===== src/rtl/ifeb_pkg.sv =====
// constants for the interrupt flag and enable bank
package ifeb_pkg;
	localparam int IFEB_DW = 16;
	localparam int IFEB_AW = 3;
	localparam int IFEB_GRPS = 5;
	localparam int IFEB_PW = 3;
	// register indices on the plain port
	localparam logic [2:0] IFEB_OFS_FLAGS4 = 3'h0;
	localparam logic [2:0] IFEB_OFS_EN0 = 3'h1;
	localparam logic [2:0] IFEB_OFS_EN1 = 3'h2;
	localparam logic [2:0] IFEB_OFS_EN2 = 3'h3;
	localparam logic [2:0] IFEB_OFS_EN3 = 3'h4;
	localparam logic [2:0] IFEB_OFS_EVT_STAT = 3'h5;
	localparam logic [2:0] IFEB_OFS_EVT_MASK = 3'h6;
	// implemented bits of each register
	localparam logic [15:0] IFEB_FLAGS4_MASK = 16'h210e;
	localparam logic [15:0] IFEB_EN0_MASK = 16'h3fef;
	localparam logic [15:0] IFEB_EN1_MASK = 16'hfe1f;
	localparam logic [15:0] IFEB_EN2_MASK = 16'h22e3;
	localparam logic [15:0] IFEB_EN3_MASK = 16'h4006;
	localparam logic [1:0] IFEB_EVT_MASK_BITS = 2'h3;
	// field positions in the fifth flag register
	localparam int IFEB_BIT_CHARGE_METER = 13;
	localparam int IFEB_BIT_LOW_VOLTAGE = 8;
	localparam int IFEB_BIT_CHECKSUM = 3;
	localparam int IFEB_BIT_SERIAL2_ERR = 2;
	localparam int IFEB_BIT_SERIAL1_ERR = 1;
	// event status bits
	localparam int IFEB_EVT_FLAG_SET = 0;
	localparam int IFEB_EVT_PEND_RISE = 1;
	// reset values
	localparam logic [15:0] IFEB_RST_REG = 16'h0000;
	localparam logic [1:0] IFEB_RST_EVT = 2'h0;
	localparam logic [2:0] IFEB_PRIO_OFF = 3'h0;
endpackage


===== src/rtl/ifeb_top.sv =====
// interrupt flag group 4 and enable groups 0-3 with pending request outputs
// Functional notes
// - group4 flags at bits 13,8,3,2,1
// - flag sets on request, holds until cleared
// - unimplemented group4 flag bits read zero
// - all bits read/write, zero after reset; the event status bits are write-one-to-clear here
// - enable group0 layout, bits 15-14 and 4 zero
// - enable group1 layout, bits 8-5 zero
// - enable group2 layout, others zero
// - enable group3 bits 14,2,1 only
// - enable gates forwarding, flag still records
// - priority 000 disables, 7 highest
`timescale 1ns/1ps
module ifeb_top
	import ifeb_pkg::*;
(
	input wire logic clk_sys,
	input wire logic rst,
	input wire logic [IFEB_AW-1:0] reg_addr,
	input wire logic [IFEB_DW-1:0] reg_wdata,
	input wire logic reg_wr,
	input wire logic reg_rd,
	output logic [IFEB_DW-1:0] reg_rdata,
	input wire logic [IFEB_DW-1:0] src_set_grp4,
	input wire logic [IFEB_DW-1:0] flags_grp0_in,
	input wire logic [IFEB_DW-1:0] flags_grp1_in,
	input wire logic [IFEB_DW-1:0] flags_grp2_in,
	input wire logic [IFEB_DW-1:0] flags_grp3_in,
	input wire logic [IFEB_DW-1:0] en_grp4_in,
	input wire logic [IFEB_GRPS*IFEB_DW*IFEB_PW-1:0] prio_fields,
	output logic [IFEB_DW-1:0] pend_grp0,
	output logic [IFEB_DW-1:0] pend_grp1,
	output logic [IFEB_DW-1:0] pend_grp2,
	output logic [IFEB_DW-1:0] pend_grp3,
	output logic [IFEB_DW-1:0] pend_grp4,
	output logic [IFEB_PW-1:0] top_prio,
	output logic irq
);

	localparam int NSRC = IFEB_GRPS * IFEB_DW;
	localparam int CM_SRC = 4 * IFEB_DW + IFEB_BIT_CHARGE_METER;

	logic [15:0] irq_flags_group4_r;
	logic [15:0] irq_enable_group0_r;
	logic [15:0] irq_enable_group1_r;
	logic [15:0] irq_enable_group2_r;
	logic [15:0] irq_enable_group3_r;
	logic [1:0] evt_stat_r;
	logic [1:0] evt_mask_r;
	logic [15:0] rdata_nxt;
	logic [NSRC-1:0] flag_all;
	logic [NSRC-1:0] en_all;
	logic [NSRC-1:0] pend_nxt;
	logic [NSRC-1:0] pend_r;
	logic [IFEB_PW-1:0] prio_nxt;
	logic [IFEB_PW-1:0] prio_r;
	logic any_pend_r;
	logic wr_flags4;
	logic [15:0] hw_set4;
	logic [1:0] evt_set;

	assign wr_flags4 = reg_wr && (reg_addr == IFEB_OFS_FLAGS4);
	assign hw_set4 = src_set_grp4 & IFEB_FLAGS4_MASK;

	////////////////////////////////////////////////////////////////
	// fifth flag register

	// sticky flags, set wins over clear
	// bits kept at their positions by the mask
	always_ff @(posedge clk_sys)
	begin
		if (rst)
			irq_flags_group4_r <= IFEB_RST_REG;
		else if (wr_flags4)
			irq_flags_group4_r <= (reg_wdata & IFEB_FLAGS4_MASK) | hw_set4;
		else
			irq_flags_group4_r <= irq_flags_group4_r | hw_set4;
	end

	////////////////////////////////////////////////////////////////
	// enable registers

	always_ff @(posedge clk_sys)
	begin
		if (rst)
			irq_enable_group0_r <= IFEB_RST_REG;
		else if (reg_wr && (reg_addr == IFEB_OFS_EN0))
			irq_enable_group0_r <= reg_wdata & IFEB_EN0_MASK;
	end

	always_ff @(posedge clk_sys)
	begin
		if (rst)
			irq_enable_group1_r <= IFEB_RST_REG;
		else if (reg_wr && (reg_addr == IFEB_OFS_EN1))
			irq_enable_group1_r <= reg_wdata & IFEB_EN1_MASK;
	end

	always_ff @(posedge clk_sys)
	begin
		if (rst)
			irq_enable_group2_r <= IFEB_RST_REG;
		else if (reg_wr && (reg_addr == IFEB_OFS_EN2))
			irq_enable_group2_r <= reg_wdata & IFEB_EN2_MASK;
	end

	always_ff @(posedge clk_sys)
	begin
		if (rst)
			irq_enable_group3_r <= IFEB_RST_REG;
		else if (reg_wr && (reg_addr == IFEB_OFS_EN3))
			irq_enable_group3_r <= reg_wdata & IFEB_EN3_MASK;
	end

	////////////////////////////////////////////////////////////////
	// pending requests toward the priority logic

	// group4 enables live outside; earlier flags come in from outside
	assign flag_all = {irq_flags_group4_r, flags_grp3_in, flags_grp2_in,
		flags_grp1_in, flags_grp0_in};
	assign en_all = {en_grp4_in, irq_enable_group3_r, irq_enable_group2_r,
		irq_enable_group1_r, irq_enable_group0_r};

	genvar s;
	generate
		for (s = 0; s < NSRC; s++)
		begin : g_src
			assign pend_nxt[s] = flag_all[s] && en_all[s] &&
				(prio_fields[s*IFEB_PW +: IFEB_PW] != IFEB_PRIO_OFF);
		end
	endgenerate

	// highest live priority, 7 on top
	always_comb
	begin
		prio_nxt = IFEB_PRIO_OFF;
		for (int i = 0; i < NSRC; i++)
		begin
			if (pend_nxt[i] && (prio_fields[i*IFEB_PW +: IFEB_PW] > prio_nxt))
				prio_nxt = prio_fields[i*IFEB_PW +: IFEB_PW];
		end
	end

	always_ff @(posedge clk_sys)
	begin
		if (rst)
		begin
			pend_r <= '0;
			prio_r <= IFEB_PRIO_OFF;
			any_pend_r <= 1'b0;
		end
		else
		begin
			pend_r <= pend_nxt;
			prio_r <= prio_nxt;
			any_pend_r <= |pend_nxt;
		end
	end

	assign pend_grp0 = pend_r[15:0];
	assign pend_grp1 = pend_r[31:16];
	assign pend_grp2 = pend_r[47:32];
	assign pend_grp3 = pend_r[63:48];
	assign pend_grp4 = pend_r[79:64];
	assign top_prio = prio_r;

	////////////////////////////////////////////////////////////////
	// event status, mask and interrupt line

	assign evt_set = {(|pend_nxt) && !any_pend_r, |hw_set4};

	// write one to clear; a new event in the same cycle survives
	always_ff @(posedge clk_sys)
	begin
		if (rst)
			evt_stat_r <= IFEB_RST_EVT;
		else if (reg_wr && (reg_addr == IFEB_OFS_EVT_STAT))
			evt_stat_r <= (evt_stat_r & ~reg_wdata[1:0]) | evt_set;
		else
			evt_stat_r <= evt_stat_r | evt_set;
	end

	always_ff @(posedge clk_sys)
	begin
		if (rst)
			evt_mask_r <= IFEB_RST_EVT;
		else if (reg_wr && (reg_addr == IFEB_OFS_EVT_MASK))
			evt_mask_r <= reg_wdata[1:0] & IFEB_EVT_MASK_BITS;
	end

	assign irq = |(evt_stat_r & evt_mask_r);

	////////////////////////////////////////////////////////////////
	// read port: data one cycle after the strobe, zero otherwise

	always_comb
	begin
		unique case (reg_addr)
			IFEB_OFS_FLAGS4: rdata_nxt = irq_flags_group4_r;
			IFEB_OFS_EN0: rdata_nxt = irq_enable_group0_r;
			IFEB_OFS_EN1: rdata_nxt = irq_enable_group1_r;
			IFEB_OFS_EN2: rdata_nxt = irq_enable_group2_r;
			IFEB_OFS_EN3: rdata_nxt = irq_enable_group3_r;
			IFEB_OFS_EVT_STAT: rdata_nxt = {14'h0000, evt_stat_r};
			IFEB_OFS_EVT_MASK: rdata_nxt = {14'h0000, evt_mask_r};
			default: rdata_nxt = 16'h0000;
		endcase
	end

	always_ff @(posedge clk_sys)
	begin
		if (rst)
			reg_rdata <= IFEB_RST_REG;
		else if (reg_rd)
			reg_rdata <= rdata_nxt;
		else
			reg_rdata <= 16'h0000;
	end
endmodule

===== config.mk =====
export PLATFORM = sky130hd
export DESIGN_NAME = ifeb_top
export DESIGN_NICKNAME = d
export VERILOG_FILES = /design/src/rtl/ifeb_pkg.sv /design/src/rtl/ifeb_top.sv
export SDC_FILE = /design/constraint.sdc
export NUM_CORES = 1
export LEC_CHECK = 0
export BUFFER_PORTS_ARGS = -buffer_cell sky130_fd_sc_hd__buf_2
export CAP_MARGIN = 30
export CORE_MARGIN = 10
export CORE_UTILIZATION = 25
export CTS_CLUSTER_DIAMETER = 50
export CTS_CLUSTER_SIZE = 16
export DETAILED_ROUTE_END_ITERATION = 8
export HOLD_SLACK_MARGIN = 0.03
export SETUP_SLACK_MARGIN = 0.5
export SLEW_MARGIN = 0
export SYNTH_ARGS = -nofsm -noshare
export SYNTH_HDL_FRONTEND = slang
export SYNTH_SLANG_ARGS = --single-unit
export TNS_END_PERCENT = 30

===== constraint.sdc =====
create_clock -name clk_sys -period 44.7 [get_ports clk_sys]
set_input_delay 0 -clock clk_sys [delete_from_list [all_inputs] [get_ports clk_sys]]
set_output_delay 0 -clock clk_sys [all_outputs]
set_load 0.005 [all_outputs]

==> impl_summary.txt <==
----------------------------------------------------
[Clock network]
  Total clock sinks ... 104
  Buffers from clock root to sink, at most ... 2
  Number of clock buffers inserted by TritonCTS ... 9
  Cell chosen for the clock root ... clkbuf_16
  Clock latency reported for the late side of the worst-skew pair ... 390 ps
  Clock-pin slew of the registers on the worst-case setup and hold paths ... 80 ps
  H-Tree Depth ... 3
  CTS tree ... done

[Setup path]
  Worst path top cell family by delay ... compound AO/OA/AOI/OAI gates
  Data required, critical path ... 45020 ps
  Crit path DAT ... 43220 ps
  Critical path's slowest cell ... dfxtp_4
  Endpoint type of the worst setup path ... flip-flop
  Worst-case register-to-register setup slack ... 1800 ps
  Largest fanout on the critical path ... 5
  Worst setup path class ... flip-flop to flip-flop
  Depth of the most critical reg-to-reg path ... 262
  Worst R2R Start ... irq_enable_group0_r[0]
  Type of element launching the critical path ... flip-flop
  Worst setup path startpoint ... irq_enable_group0_r[0]
  R2R Path End ... top_prio[2]
  Cell repeated most along the worst path ... ha_1
  CP Buf/Inv Count ... 19
  CP max stage delay ... 390 ps

[Finish]
  Layout fillers ... 3901
  Proportion of layout cells with a drive suffix above 1 ... 36.5%
  Synthesis-to-layout area growth ... 49.4%
  Nets ... 2165

[Route]
  Residual DRC ... 0
  Total iterations of the first detailed-routing run ... 5
  Wire length per cell ... 19.0 um
  Via density per instance ... 5.30
  Antenna-violating nets left ... 0
  Drt total wl ... 43400 um
  Total via count after detailed routing ... 12100
  Starting DRT DRC Count ... 811

[Place]
  Port Buffers ... 247
  Placer Congestion ... 0.905
  DPL Wire Length ... 34500 um
  Setup WS pre-CTS ... -1420 ps

[Global route]
  M1 GR Usage ... 23.0%
  Number of global-route vias before repair ... 11400
  Antenna violations before repair ... 13
  GR Layer Usage met3 ... 3.95%
  Global router's overall resource usage ... 17.5%
  Pin count of the biggest net entering global routing ... 55
  Global routing met2 resource utilization ... 27.9%
  Most Used Layer, Global Route ... met2
  Wire length of the first global-routing pass ... 64500 um
  Total grt overflow ... 0

[Floorplan]
  Overall die width ... 215 um
  Area inside the core boundary ... 37600 um^2
  Number of cell rows ... 71
  Die height ... 215 um
  Starting Density ... 25.2%
  Total die area ... 46100 um^2
  Number of top-level pins ... 459

[Synthesis]
  Number of synthesized flops with an enable pin ... 0
  Mean cell area of the mapped netlist ... 7.18 um^2
  Number of warnings printed during yosys synthesis ... 0
  Leading register cell type out of synthesis ... dfxtp_1
  Count of unique library cells instantiated by Yosys ... 86
  Async S/R FF share, synth ... 0%
  Post-synthesis instance area ... 9480 um^2
  Gate count of the mapped netlist ... 1320
  Post-synthesis sequential element count ... 104
  Post-synthesis sequential area ratio ... 22.0%

[STA]
  Final Hold Fails ... 0
  Fraction of the cycle the final worst path needs ... 96.0%
  Tightest hold margin ... 52.9 ps
  Final WS setup ... 1800 ps
  Final number of setup-violating endpoints ... 0
  Setup TNS after final layout ... 0 ps
  Min cycle time layout ... 42900 ps
  Total count of max-transition violations in the final report ... 0
  Unrepaired setup endpoints after global routing ... true
  Maximum clock frequency ... 23.3 MHz
  Slew headroom ... 25.1%
  Final Skew ... 14.5 ps
  Worst-margin pin slew ... 1110 ps

[Worst hold path]
  Hold Path Origin ... en_grp4_in[3]
  Worst hold-check path type ... input port to flip-flop
  Worst Hold Depth ... 4
  Worst Hold Endpoint ... pend_r[67]

[Pwr]
  VDD IR max ... 0.0178 mV
  Leakage power of the design ... 6.39 nW
  Cell Pwr Density ... 21.7 nW/um^2

[Outcome]
  Outcome ... completed

[Flow run]
  Max-Cap Viols ... 0

----------------------------------------------------
==> cells in the final DEF (no fill, tap or decap), types with 21 or more instances in the layout <==
cell,n
and3_1,22
inv_1,78
buf_4,152
nor2_2,23
nor2_1,151
and2_1,22
mux2i_1,23
dlygate4sd3_1,54
o311ai_0,31
nor3_1,28
nand2_1,148
conb_1,40
a21oi_1,69
dfxtp_1,103
buf_2,250
ha_1,26
nand3_1,57
o21ai_0,21
==> registers in the layout, indices dropped and copies added (netlist names) <==
name	count
irq_flags_group4_r	5
pend_r	40
top_prio	3
any_pend_r	1
evt_mask_r	2
reg_rdata	16
evt_stat_r	2
irq_enable_group2_r	7
irq_enable_group1_r	12
irq_enable_group3_r	3
irq_enable_group0_r	13
==> kinds of logic after synthesis <==
kind of cell | Yosys count | share of synthesized area (%)
buffers and inverters | 153 | 7.81
muxes | 34 | 3.99
AOI/OAI and AO/OA | 396 | 30.9
and+or+nand+nor | 579 | 28.5
adders and majority gates | 53 | 6.78
other | 1 | 0.0396
DFF | 104 | 22.0
==> Yosys cell counts (11+ instances only) <==
| library cell | n | area (um^2) |
|---|---|---|
| a211oi_1 | 18 | 135 |
| a21o_1 | 12 | 90.1 |
| a21oi_1 | 82 | 410 |
| a22oi_1 | 14 | 105 |
| a31oi_1 | 24 | 150 |
| and2_1 | 23 | 144 |
| and3_1 | 27 | 169 |
| buf_4 | 40 | 300 |
| clkbuf_1 | 23 | 86.3 |
| dfxtp_1 | 104 | 2080 |
| ha_1 | 45 | 563 |
| inv_1 | 82 | 308 |
| mux2i_1 | 25 | 250 |
| nand2_1 | 154 | 578 |
| nand3_1 | 60 | 300 |
| nand4_1 | 19 | 119 |
| nor2_1 | 184 | 691 |
| nor2b_1 | 19 | 119 |
| nor3_1 | 40 | 200 |
| nor4_1 | 11 | 68.8 |
| o211a_1 | 12 | 120 |
| o211ai_1 | 15 | 113 |
| o21ai_0 | 43 | 215 |
| o311ai_0 | 36 | 315 |
| o31ai_1 | 18 | 135 |
==> metal layers <==
layer	vias to the layer above	part of all wire [%]
met1	5728	44
li1	5753	-
met4	10	2.7
met3	88	7.6
met2	540	45
met5	-	0.15
==> metrics by stage <==
step | utilization (%) | total power (W) | area, um^2 | instances
final | 37.7 | 0.000308 | 14200 | 2286
after global routing | 37.7 | 0.000326 | 14200 | 2282
after CTS | 35.1 | 0.000291 | 13200 | 2254
after detailed placement | 31.4 | 0.000192 | 11800 | 2145
after global placement | 31.4 | 0.000189 | 11800 | 2142
after floorplan | - | 0.000155 | 9630 | 1359
==> tightest hold or removal path: cells and delay by family <==
| kind | cells | cell delay, ps |
|---|---|---|
| buffers and inverters | 2 | 250 |
| AND/OR/NAND/NOR | 1 | 40 |
| AO/OA/AOI/OAI | 1 | 90 |
==> where the power goes <==
group	switching (W)	internal, W
clock network	0.0000454	0.0000396
registers	0.00000231	0.0000949
logic	0.0000651	0.0000606
total	0.000113	0.000195
==> layout make-up <==
type | count | area [um^2] | share of cell area (%)
inverter | 82 | 310 | 2.19
antenna | 9 | 22.5 | 0.159
clock inverter | 7 | 68.8 | 0.486
tap | 511 | 639 | 4.51
clock buffer | 9 | 225 | 1.59
sequential | 104 | 2090 | 14.7
timing repair buffer | 462 | 3000 | 21.2
multi-input combinational | 1102 | 7810 | 55.2
==> how the worst max path moves through the flow <==
stage / end / slack, ps / cells after the start
floorplan: top_prio[1] / 1290 / 254
finish: top_prio[2] / 1800 / 262
global route: top_prio[1] / -930 / 262
global placement: top_prio[2] / -750 / 255
CTS: top_prio[2] / 520 / 259
detailed placement: top_prio[2] / -1420 / 256
==> timing repair <==
item / CTS / global route
cloned: 0 / 0
pin swaps: 59 / 186
setup buffers: 39 / 23
gates resized for setup: 72 / 165
setup endpoints to repair: 3 / 3
hold endpoints to repair: 63 / 0
hold buffers: 54 / 0
(Power assumes the default switching activity.)
